### config.mk
export PLATFORM = sky130hd
export DESIGN_NAME = pfsel_top
export DESIGN_NICKNAME = d
export VERILOG_FILES = /design/src/rtl/pfsel_pkg.sv /design/src/rtl/pfsel_cell.sv /design/src/rtl/pfsel_sync.sv /design/src/rtl/pfsel_top.sv
export SDC_FILE = /design/constraint.sdc
export NUM_CORES = 1
export LEC_CHECK = 0
export ABC_AREA = 1
export BUFFER_PORTS_ARGS = -buffer_cell sky130_fd_sc_hd__clkbuf_2
export CAP_MARGIN = 20
export CORE_MARGIN = 5
export CORE_UTILIZATION = 40
export DETAILED_ROUTE_END_ITERATION = 10
export PLACE_DENSITY = 0.72
export SLEW_MARGIN = 20
export SYNTH_ARGS = -nofsm -noshare
export SYNTH_HDL_FRONTEND = slang
export SYNTH_SLANG_ARGS = --single-unit
### constraint.sdc
create_clock -name clk_i -period 2.9 [get_ports clk_i]
set_clock_uncertainty 0.2 [all_clocks]
set_input_delay 0.29 -clock clk_i [delete_from_list [all_inputs] [get_ports clk_i]]
set_output_delay 0.29 -clock clk_i [all_outputs]
set_load 0.05 [all_outputs]
### src/rtl/pfsel_pkg.sv
// Package for the port E/F/G pin function select block
package pfsel_pkg;

   // ------------------------------------------------------------
   // Register map (byte addresses, one aligned word each)
   // ------------------------------------------------------------
   localparam int NUM_REGS = 5;
   localparam int REG_W = 8;
   localparam logic [7:0] OFS_PE_SEL_LOW = 8'h00;
   localparam logic [7:0] OFS_PE_SEL_HIGH = 8'h04;
   localparam logic [7:0] OFS_PF_SEL_LOW = 8'h08;
   localparam logic [7:0] OFS_PF_SEL_HIGH = 8'h0C;
   localparam logic [7:0] OFS_PG_SEL_LOW = 8'h10;
   localparam logic [7:0] REG_RESET = 8'h00;

   // Register indices (byte address / 4)
   localparam logic [2:0] IDX_PE_LOW = 3'h0;
   localparam logic [2:0] IDX_PE_HIGH = 3'h1;
   localparam logic [2:0] IDX_PF_LOW = 3'h2;
   localparam logic [2:0] IDX_PF_HIGH = 3'h3;
   localparam logic [2:0] IDX_PG_LOW = 3'h4;

   // ------------------------------------------------------------
   // Routed pins
   // ------------------------------------------------------------
   localparam int NUM_PINS = 10;
   localparam int PIN_PE4 = 0;
   localparam int PIN_PE5 = 1;
   localparam int PIN_PF0 = 2;
   localparam int PIN_PF1 = 3;
   localparam int PIN_PF2 = 4;
   localparam int PIN_PF3 = 5;
   localparam int PIN_PF5 = 6;
   localparam int PIN_PF6 = 7;
   localparam int PIN_PF7 = 8;
   localparam int PIN_PG1 = 9;

   // Register holding each pin's select field, listed PG1 down to PE4
   localparam logic [9:0][2:0] PIN_REG = {
      IDX_PG_LOW, IDX_PF_HIGH, IDX_PF_HIGH, IDX_PF_HIGH,
      IDX_PF_LOW, IDX_PF_LOW, IDX_PF_LOW, IDX_PF_LOW,
      IDX_PE_HIGH, IDX_PE_HIGH};
   // Low bit of each select field within its register
   localparam logic [9:0][2:0] PIN_LSB = {
      3'h2, 3'h6, 3'h4, 3'h2, 3'h6, 3'h4, 3'h2, 3'h0, 3'h2, 3'h0};

   // ------------------------------------------------------------
   // Function select codes and routing kinds
   // ------------------------------------------------------------
   localparam logic [1:0] CODE_0 = 2'h0;
   localparam logic [1:0] CODE_1 = 2'h1;
   localparam logic [1:0] CODE_2 = 2'h2;
   localparam logic [1:0] CODE_3 = 2'h3;

   localparam logic [1:0] KIND_GPIO = 2'h0;
   localparam logic [1:0] KIND_FN = 2'h1;
   localparam logic [1:0] KIND_ANA = 2'h2;
   localparam logic [1:0] KIND_NONE = 2'h3;

   // Per pin, kind of code 3..0 in bits 7:6..1:0
   localparam logic [9:0][7:0] PIN_KINDS = {
      8'h90, 8'h94, 8'hA4, 8'h90, 8'h90,
      8'h90, 8'h90, 8'h90, 8'hA0, 8'hC0};

endpackage

### src/rtl/pfsel_cell.sv
// One pin's output path: picks port latch, peripheral or release
`timescale 1ns/100ps
`default_nettype none
module pfsel_cell
   import pfsel_pkg::*;
#(
   parameter logic [7:0] KINDS = 8'h00
) (
   // Clock and reset
   input wire logic clk_i,
   input wire logic rst_i,
   // Select code
   input wire logic [1:0] code_i,
   // Port data latch side
   input wire logic gpio_do_i,
   input wire logic gpio_oe_i,
   // Peripheral side, one entry per code
   input wire logic [3:0] fn_do_i,
   input wire logic [3:0] fn_oe_i,
   // Pin side
   output logic pin_do_o,
   output logic pin_oe_o,
   output logic pin_ana_o
);
   logic [1:0] kind;

   assign kind = KINDS[2*code_i +: 2];

   // peripheral drives pin
   always_ff @(posedge clk_i) begin
      if (rst_i) begin
         pin_do_o <= 1'b0;
         pin_oe_o <= 1'b0;
         pin_ana_o <= 1'b0;
      end else begin
         unique case (kind)
            KIND_GPIO: begin
               pin_do_o <= gpio_do_i;
               pin_oe_o <= gpio_oe_i;
               pin_ana_o <= 1'b0;
            end
            KIND_FN: begin
               pin_do_o <= fn_do_i[code_i];
               pin_oe_o <= fn_oe_i[code_i];
               pin_ana_o <= 1'b0;
            end
            KIND_ANA: begin
               pin_do_o <= 1'b0;
               pin_oe_o <= 1'b0;
               pin_ana_o <= 1'b1;
            end
            KIND_NONE: begin
               // unimplemented code releases pin
               pin_do_o <= 1'b0;
               pin_oe_o <= 1'b0;
               pin_ana_o <= 1'b0;
            end
         endcase
      end
   end
endmodule
`default_nettype wire

### src/rtl/pfsel_sync.sv
// Two-flop synchroniser for asynchronous pin inputs
`timescale 1ns/100ps
`default_nettype none
module pfsel_sync #(
   parameter int WIDTH = 1
) (
   // Clock and reset
   input wire logic clk_i,
   input wire logic rst_i,
   // Data
   input wire logic [WIDTH-1:0] d_i,
   output logic [WIDTH-1:0] q_o
);
   logic [WIDTH-1:0] meta_q;

   // First stage feeds only the second stage
   always_ff @(posedge clk_i) begin
      if (rst_i) begin
         meta_q <= '0;
         q_o <= '0;
      end else begin
         meta_q <= d_i;
         q_o <= meta_q;
      end
   end
endmodule
`default_nettype wire

### src/rtl/pfsel_top.sv
// Pin function select for ports E, F and G with a Wishbone slave
//
// What this block does
// PE5: codes 00/01 GPIO, 10 LCD pump capacitor, 11 LCD segment 55.
// PE4: codes 00/01/10 GPIO; 11 selects nothing.
// PF3: 00/01 GPIO, 10 serial clock, 11 LCD segment 12.
// PF2: 00/01 GPIO, 10 serial data in or bidirectional, 11 segment 13.
// PF1: 00/01 GPIO, 10 serial data out, 11 LCD segment 14.
// PF0: 00/01 GPIO, 10 serial chip select, 11 LCD segment 15.
// PF7: 00 GPIO/timer2 capture, 01 timer2 out, 10 UART1 tx, 11 C0+.
// PF6: 00 GPIO/timer2 clock, 01 UART1 rx, 10 C0-, 11 segment 37.
// PF5: 00/01 GPIO/ptimer0 capture, 10 ptimer0 out, 11 crystal.
// PG1: 00/01 GPIO, 10 UART2 transmit, 11 LCD common 1.
// Select fields are read/write, reset to zero, act once written.
// Routed inputs see pin level; routed outputs drive pin, not latch.
`timescale 1ns/100ps
`default_nettype none
module pfsel_top
   import pfsel_pkg::*;
(
   // Clock and reset
   input wire logic clk_i,
   input wire logic rst_i,
   // Wishbone slave
   input wire logic wb_cyc_i,
   input wire logic wb_stb_i,
   input wire logic wb_we_i,
   input wire logic [7:0] wb_adr_i,
   input wire logic [3:0] wb_sel_i,
   input wire logic [31:0] wb_dat_i,
   output logic [31:0] wb_dat_o,
   output logic wb_ack_o,
   // Pins (PE4, PE5, PF0..PF3, PF5..PF7, PG1)
   input wire logic [NUM_PINS-1:0] pin_in_i,
   output logic [NUM_PINS-1:0] pin_do_o,
   output logic [NUM_PINS-1:0] pin_oe_o,
   output logic [NUM_PINS-1:0] pin_ana_o,
   // Port data latch side
   input wire logic [NUM_PINS-1:0] gpio_do_i,
   input wire logic [NUM_PINS-1:0] gpio_oe_i,
   output logic [NUM_PINS-1:0] gpio_di_o,
   // Serial interface
   input wire logic serial_clock_do_i,
   input wire logic serial_clock_oe_i,
   input wire logic serial_data_do_i,
   input wire logic serial_data_oe_i,
   input wire logic serial_data_out_i,
   input wire logic serial_chip_select_do_i,
   input wire logic serial_chip_select_oe_i,
   output logic serial_clock_in_o,
   output logic serial_data_in_o,
   output logic serial_chip_select_in_o,
   // Timers
   input wire logic std_timer2_out_i,
   input wire logic periodic_timer0_out_i,
   output logic std_timer2_capture_in_o,
   output logic std_timer2_clock_in_o,
   output logic periodic_timer0_capture_in_o,
   // UARTs
   input wire logic uart1_transmit_i,
   input wire logic uart2_transmit_i,
   output logic uart1_receive_o
);

   // ------------------------------------------------------------
   // Select registers
   // ------------------------------------------------------------
   logic [NUM_REGS-1:0][REG_W-1:0] sel_reg_q;
   logic [NUM_PINS-1:0][1:0] code;
   logic [NUM_PINS-1:0] pin_sync;
   logic bus_req;
   logic addr_hit;
   logic wr_hit;
   logic rd_hit;
   logic [2:0] idx;

   assign bus_req = wb_cyc_i && wb_stb_i && !wb_ack_o;
   // Writes use byte lane 0 only; the upper lanes hold nothing here
   assign wr_hit = bus_req && wb_we_i && addr_hit && wb_sel_i[0];
   // Reads reload the data register only when a read is taken
   assign rd_hit = bus_req && !wb_we_i;
   assign idx = wb_adr_i[4:2];
   // Only word-aligned addresses inside the five-word window decode
   assign addr_hit = (wb_adr_i[7:5] == 3'h0) && (wb_adr_i[1:0] == 2'h0)
      && (idx <= IDX_PG_LOW);

   // ------------------------------------------------------------
   // Wishbone handshake
   // ------------------------------------------------------------
   // Ack one cycle after the request, then drop for one cycle
   always_ff @(posedge clk_i) begin
      if (rst_i) begin
         wb_ack_o <= 1'b0;
      end else begin
         wb_ack_o <= bus_req;
      end
   end

   // Unmapped reads return zero; reserved upper bits read zero
   always_ff @(posedge clk_i) begin
      if (rst_i) begin
         wb_dat_o <= 32'h0000_0000;
      end else if (rd_hit) begin
         if (addr_hit) begin
            wb_dat_o <= {24'h00_0000, sel_reg_q[idx]};
         end else begin
            wb_dat_o <= 32'h0000_0000;
         end
      end
   end

   // reset to GPIO, write on lane 0
   generate
      for (genvar r = 0; r < NUM_REGS; r++) begin : g_reg
         always_ff @(posedge clk_i) begin
            if (rst_i) begin
               sel_reg_q[r] <= REG_RESET;
            end else if (wr_hit && (idx == 3'(r))) begin
               sel_reg_q[r] <= wb_dat_i[REG_W-1:0];
            end
         end
      end
   endgenerate

   // ------------------------------------------------------------
   // Pin input synchroniser
   // ------------------------------------------------------------
   pfsel_sync #(
      .WIDTH(NUM_PINS)
   ) u_sync (
      .clk_i(clk_i),
      .rst_i(rst_i),
      .d_i(pin_in_i),
      .q_o(pin_sync)
   );

   // ------------------------------------------------------------
   // Output routing per pin
   // ------------------------------------------------------------
   logic [NUM_PINS-1:0][3:0] fn_do;
   logic [NUM_PINS-1:0][3:0] fn_oe;

   always_comb begin
      fn_do = '0;
      fn_oe = '0;
      // chip select on code 10
      fn_do[PIN_PF0][CODE_2] = serial_chip_select_do_i;
      fn_oe[PIN_PF0][CODE_2] = serial_chip_select_oe_i;
      // serial data out on code 10
      fn_do[PIN_PF1][CODE_2] = serial_data_out_i;
      fn_oe[PIN_PF1][CODE_2] = 1'b1;
      // bidirectional data on code 10
      fn_do[PIN_PF2][CODE_2] = serial_data_do_i;
      fn_oe[PIN_PF2][CODE_2] = serial_data_oe_i;
      // serial clock on code 10
      fn_do[PIN_PF3][CODE_2] = serial_clock_do_i;
      fn_oe[PIN_PF3][CODE_2] = serial_clock_oe_i;
      // periodic timer 0 output
      fn_do[PIN_PF5][CODE_2] = periodic_timer0_out_i;
      fn_oe[PIN_PF5][CODE_2] = 1'b1;
      // timer 2 output and UART1 transmit
      fn_do[PIN_PF7][CODE_1] = std_timer2_out_i;
      fn_oe[PIN_PF7][CODE_1] = 1'b1;
      fn_do[PIN_PF7][CODE_2] = uart1_transmit_i;
      fn_oe[PIN_PF7][CODE_2] = 1'b1;
      // UART2 transmit
      fn_do[PIN_PG1][CODE_2] = uart2_transmit_i;
      fn_oe[PIN_PG1][CODE_2] = 1'b1;
      // PF6 code 01 (UART1 receive) leaves fn_oe low: input only
   end

   // kinds table picks pump or segment
   generate
      for (genvar p = 0; p < NUM_PINS; p++) begin : g_pin
         // field read straight from its register
         assign code[p] = sel_reg_q[PIN_REG[p]][PIN_LSB[p] +: 2];

         pfsel_cell #(
            .KINDS(PIN_KINDS[p])
         ) u_cell (
            .clk_i(clk_i),
            .rst_i(rst_i),
            .code_i(code[p]),
            .gpio_do_i(gpio_do_i[p]),
            .gpio_oe_i(gpio_oe_i[p]),
            .fn_do_i(fn_do[p]),
            .fn_oe_i(fn_oe[p]),
            .pin_do_o(pin_do_o[p]),
            .pin_oe_o(pin_oe_o[p]),
            .pin_ana_o(pin_ana_o[p])
         );
      end
   endgenerate

   // ------------------------------------------------------------
   // Input function decode
   // ------------------------------------------------------------
   // Each flag is high while the pin's field hands it to that input
   // Unrouted inputs sit at their idle level, low except CS and RX
   logic pf0_cs_route;
   logic pf2_sda_route;
   logic pf3_sck_route;
   logic pf5_cap_route;
   logic pf6_clk_route;
   logic pf6_rx_route;
   logic pf7_cap_route;

   // chip select input on code 10
   assign pf0_cs_route = (code[PIN_PF0] == CODE_2);
   // serial data input on code 10
   assign pf2_sda_route = (code[PIN_PF2] == CODE_2);
   // serial clock input on code 10
   assign pf3_sck_route = (code[PIN_PF3] == CODE_2);

   // capture input on codes 00 and 01
   assign pf5_cap_route = (code[PIN_PF5] == CODE_0)
      || (code[PIN_PF5] == CODE_1);
   // timer clock on code 00
   assign pf6_clk_route = (code[PIN_PF6] == CODE_0);
   // UART1 receive on code 01
   assign pf6_rx_route = (code[PIN_PF6] == CODE_1);
   // capture input on code 00
   assign pf7_cap_route = (code[PIN_PF7] == CODE_0);

   // ------------------------------------------------------------
   // Input routing to peripherals
   // ------------------------------------------------------------
   // Port data reads always see the pin, whatever its function
   always_ff @(posedge clk_i) begin
      if (rst_i) begin
         gpio_di_o <= '0;
      end else begin
         gpio_di_o <= pin_sync;
      end
   end

   // serial clock follows the pin
   always_ff @(posedge clk_i) begin
      if (rst_i) begin
         serial_clock_in_o <= 1'b0;
      end else begin
         serial_clock_in_o <= pf3_sck_route && pin_sync[PIN_PF3];
      end
   end

   // serial data follows the pin
   always_ff @(posedge clk_i) begin
      if (rst_i) begin
         serial_data_in_o <= 1'b0;
      end else begin
         serial_data_in_o <= pf2_sda_route && pin_sync[PIN_PF2];
      end
   end

   // chip select follows the pin
   // Unrouted and in reset it reads inactive (high), so a slave stays idle
   always_ff @(posedge clk_i) begin
      if (rst_i) begin
         serial_chip_select_in_o <= 1'b1;
      end else begin
         serial_chip_select_in_o <= pf0_cs_route ? pin_sync[PIN_PF0] : 1'b1;
      end
   end

   // timer 2 capture follows the pin
   always_ff @(posedge clk_i) begin
      if (rst_i) begin
         std_timer2_capture_in_o <= 1'b0;
      end else begin
         std_timer2_capture_in_o <= pf7_cap_route && pin_sync[PIN_PF7];
      end
   end

   // timer 2 clock follows the pin
   always_ff @(posedge clk_i) begin
      if (rst_i) begin
         std_timer2_clock_in_o <= 1'b0;
      end else begin
         std_timer2_clock_in_o <= pf6_clk_route && pin_sync[PIN_PF6];
      end
   end

   // UART1 receive follows the pin
   // Idle-high line when not routed, so no false start bit
   always_ff @(posedge clk_i) begin
      if (rst_i) begin
         uart1_receive_o <= 1'b1;
      end else begin
         uart1_receive_o <= pf6_rx_route ? pin_sync[PIN_PF6] : 1'b1;
      end
   end

   // timer 0 capture follows the pin
   always_ff @(posedge clk_i) begin
      if (rst_i) begin
         periodic_timer0_capture_in_o <= 1'b0;
      end else begin
         periodic_timer0_capture_in_o <= pf5_cap_route && pin_sync[PIN_PF5];
      end
   end

endmodule
`default_nettype wire
* Word-level counts from Yosys, hierarchy flattened *
Index checks and enable logic that the tools add are counted.

storage, ports and cells
  logic and storage cells = 236
  output and inout bits = 80
  register bits = 140
  bits of input ports = 90

operators by class
  shift operators = 10
  bitwise logic cells = 2
  equality and inequality tests = 39
  magnitude comparators = 12
  reductions and logical operators = 59
  mux-type cells = 67

operators by type and width
  kind                                                                          number
  8-bit by 4-bit variable part select with 2-bit output (first input constant)  10
  1-bit one-hot mux with 3 select lines                                         20
  2-bit == test (second input constant)                                         23
  1-bit binary-select mux with 2-bit select                                     17
  2-bit by 3-bit < comparator with 1-bit output (second input constant)         10
  3-bit OR reduction                                                            10
  2-bit logical NOT                                                             14
  8-bit binary-select mux with 3-bit select                                     1
  2-bit by 1-bit == test with 1-bit output (second input constant)              12
  2-bit OR reduction                                                            12
  1-bit one-hot mux with 2 select lines                                         10
  1-bit logical AND                                                             18
  1-bit two-way mux                                                             17
  8-bit two-way mux                                                             2
  3-bit by 2-bit == test with 1-bit output (second input constant)              2
  3-bit logical NOT                                                             2
  3-bit by 4-bit < comparator with 1-bit output (second input constant)         1
  3-bit by 1-bit == test with 1-bit output (second input constant)              1
  3-bit == test (second input constant)                                         1
  3-bit less-or-equal comparator (second input constant)                        1
  1-bit logical NOT                                                             2
  1-bit inverter                                                                2
  1-bit logical OR                                                              1

* Longest topological paths before layout *
  depth in word-level cells = 6
  mapped depth = 10

* Modules after synthesis *
Synthesis repeated with hierarchy kept, for this count alone.

unflattened totals
  cell total of the unflattened synthesis = 680
  area total of the unflattened synthesis = 4870.9 um^2

by module, submodules not included
  module                            sequential area each (um^2)  instances  area each (um^2)  cells each
  pfsel_top                         1321.3                       1          3211.8            474
  pfsel_cell (g_pin[2].u_cell ...)  60.1                         6          100.1             12
  pfsel_sync                        400.4                        1          573.0             62
  pfsel_cell (g_pin[8].u_cell)      60.1                         1          220.2             39
  pfsel_cell (g_pin[7].u_cell)      60.1                         1          101.3             12
  pfsel_cell (g_pin[1].u_cell)      60.1                         1          86.3              10
  pfsel_cell (g_pin[0].u_cell)      40.0                         1          77.6              11

* Least setup slack after synthesis *
No wires, ideal clock.

  path kind = register to register
  from = register wb_ack_o
  to = register wb_dat_o[3]
  data arrival time = 1.515 ns
  period minus slack after synthesis = 1.850 ns
  path buffers = 2
  cell stages (with the launch flop) = 9
  required time = 2.565 ns
  setup slack = 1.050 ns
  path through = dfxtp_1 > inv_1 > nand3_2 > or2_1 > clkbuf_2 > and2b_1 > buf_4 > nand2_1 > a21oi_2

between the ends
  word-level cells in the longest chain between the ends = 3

ends and longest elaborated chain
  element                 RTL line          text
  start, declared         pfsel_top.sv:32   output logic wb_ack_o,
  start signal, assigned  pfsel_top.sv:95   wb_ack_o <= bus_req;
  1-bit logical NOT       pfsel_top.sv:77   assign bus_req = wb_cyc_i && wb_stb_i && !wb_ack_o;
  1-bit logical AND       pfsel_top.sv:77
  1-bit logical AND       pfsel_top.sv:81   assign rd_hit = bus_req && !wb_we_i;
  end signal, assigned    pfsel_top.sv:105  wb_dat_o <= {24'h00_0000, sel_reg_q[idx]};
  end, declared           pfsel_top.sv:31   output logic [31:0] wb_dat_o,

No other way between the ends.
A chain may end at the register's enable or synchronous reset.

* Worst setup path in the final report *
  from = input port wb_stb_i
  to = register wb_dat_o[0]

between the ends
  word-level cells in the longest chain between the ends = 3

ends and longest elaborated chain
  element                         RTL line         text
  start, declared                 pfsel_top.sv:26  input wire logic wb_stb_i,
  1-bit logical AND (2 in a row)  pfsel_top.sv:77
  1-bit logical AND               pfsel_top.sv:81

No other way between the ends.

==> results.toml <==
[power_and_ir_drop]
internal_power_mw = 2.86
p_clk_share_pct = 48.0
p_per_area_nw_per_um2 = 615
leakagePower_nw = 3.29
power_mw = 3.86
switchingPower_mw = 1.00
swShare_pct = 26.0
ir_drop_v = 0.000342
power_frac_comb_pct = 10.0
power_frac_seq_pct = 42.0

[cells_and_area]
nets = 894
insertedDiodeCount = 0
final_common_cell = "nand2_1"
most-common-layout-cells = "nand2_1, nor2_1, clkbuf_2, dfxtp_1, inv_1"
final_cell_area_um2 = 6280
drive_gt1_share_pct = 21.7
area_delta_synth_final_pct = 26.8

[placement]
placed_area_um2 = 5320
place_congestion = 0.790
dpl.hpwl_mm = 7.60
port-buffer-count = 117

[outcome]
outcome = "finished, final reports clean"

[synthesis]
netlist_area_um2 = 4960
ys_types = 32
yosys-top-cells-area = "dfxtp_1, nand2_1, nor2_1, buf_4, inv_1"
syn_inst = 671
ys_ff_latch = 115
syn_area_per_cell_um2 = 7.39
yosys_warnings = 0
yosysTopAreaCellShare_pct = 46.5
yosysTopAreaCell = "dfxtp_1"
ys_seq_area_share_pct = 46.5

[sta]
worst_pin_slew_ps = 794
min_period_over_period_pct = 64.6
rsz0062_at_grt = "false"
timing.final.max_slew_violations = 0
setup_tns_ps = 0
min_period_ps = 1870
slew_headroom_pct = 47.0
whs_ps = 10.7
finalHoldViolCount = 0
finalSetupViolCount = 0
fmax_ghz = 0.534

[cts]
clkTransAtPathRegs_ps = 50
cts_tree = "done"
cts_buffers = 17
cts_setup_buffers = 0
clock_sinks = 115
root_buffer = "clkbuf_16"
insertion_delay_ps = 400
htreeDepth = 4
cts_max_path_buffers = 2

[floorplan]
die-area_um2 = 14700
core_area_um2 = 12100
die_x_um = 121
die-height_um = 121
ios = 170
rows = 40
start_util_pct = 41.1

[detailed_routing]
drt-total-wl_mm = 11.2
dr.pass1.iters = 4
viasPerCell = 4.15
drt_iter0_drc = 248
antenna_left = 0
routedWlPerCell_um = 11.4
via_count = 4080
drcViolationCount = 0

[worst_setup_path]
crit_fanout = 9
crit_chain = "dlygate4sd3_1 > clkbuf_2 > nand3_2 > or2_1 > and2b_1 > nand2_1 > a21oi_2"
cp-start-kind = "input pin"
cp_slowest_cell = "dlygate4sd3_1"
cp-end-kind = "flop"
critPathMaxStageDelay_ps = 530
timing_worst_setup_path_type = "in -> reg"
cp.arrival_ps = 2000
critPathRequiredTime_ps = 3030

[hold_path]
hold_class = "in -> reg"

[flow_run]
drv_cap = 0

[global_routing]
grt_usage_pct = 15.8
gr-total-overflow = 0
grt_max_degree = 64
grt_pass1_wl_mm = 18.3
grt_pass1_vias = 3845
antenna_found_initial = 0
## registers in the layout, summed over array words and instances (netlist names), 8 cells and up
name	flops
code	20
sel_reg_q	20
g_pin.u_cell.pin_do_o	10
g_pin.u_cell.pin_oe_o	10
gpio_di_o	10
u_sync.meta_q	10
u_sync.q_o	10
g_pin.u_cell.pin_ana_o	9
wb_dat_o	8
## synth_stat cells (all sizes together)
cell    number
nor3         7
or3          1
nand3       16
nand4        1
nor3b        2
buf         67
clkbuf       7
nand2      179
o211a        1
o21ai        5
nor2       149
dfxtp      115
or2          1
and2b        1
a21oi       23
conb         1
inv         90
ha           3
nor4         2
## worst paths after layout
check                start                  endpoint  slack (ps)  cells after the start
max               wb_stb_i               wb_dat_o[0]        1030                      7
min            wb_dat_i[7]             sel_reg_q[15]          10                      3
max reg2reg        code[5]  g_pin[2].u_cell.pin_do_o        1110                      5
min reg2reg  u_sync.q_o[9]              gpio_di_o[9]         200                      2
## metrics by stage
stage          std cells  util [%]  setup slack, ps
2_1_floorplan        695         -             1050
3_3_place_gp         908      44.1             1030
3_5_place_dp         908      44.1             1020
4_1_cts              982      52.1             1060
5_1_grt              982      52.1              926
6_report             982      52.1             1030
## per-layer routing
layer | share of wire, % | GRT usage (%)
met1 | 45 | 19.2
met2 | 46 | 25.5
met3 | 7.4 | 5.59
met4 | 1.8 | 6.51
met5 | 0 | 0
## final cells by class
type / count / area, µm²
Clock buffer: 20 / 457
Clock inverter: 12 / 83.8
Fill cell: 1203 / 5780
Inverter: 90 / 338
Multi-Input combinational cell: 416 / 1860
Sequential cell: 115 / 2300
Tap cell: 168 / 210
Timing Repair Buffer: 161 / 1030
## cell families after synthesis
family | count (synthesis) | synth area share [%]
other | 1 | 0.0757
adder cells (fa/ha/maj) | 3 | 0.757
AND/OR/NAND/NOR | 359 | 31.3
AO/OA/AOI/OAI | 29 | 3.56
flip-flops | 115 | 46.5
buffers and inverters | 164 | 17.8
## power by group through the flow
| stage | combinational, mW | clock [mW] | sequential [mW] |
|---|---|---|---|
| 2_1_floorplan | 0.274 | 0 | 1.67 |
| 3_3_place_gp | 0.339 | 0 | 1.66 |
| 3_5_place_dp | 0.341 | 0 | 1.66 |
| 4_1_cts | 0.386 | 1.90 | 1.62 |
| 5_1_grt | 0.417 | 1.98 | 1.63 |
| 6_report | 0.385 | 1.86 | 1.62 |
## what timing repair did
action / CTS / global route
hold endpoints to repair: 34 / 0
gates resized for setup: 0 / 0
hold buffers: 42 / 0
## critical path: cells and delay by family
kind                   cells  cell delay, ps
buffers and inverters      2             640
AO/OA/AOI/OAI              1             120
AND/OR/NAND/NOR            4             960
Note: power is estimated with default switching activity, not from simulation.
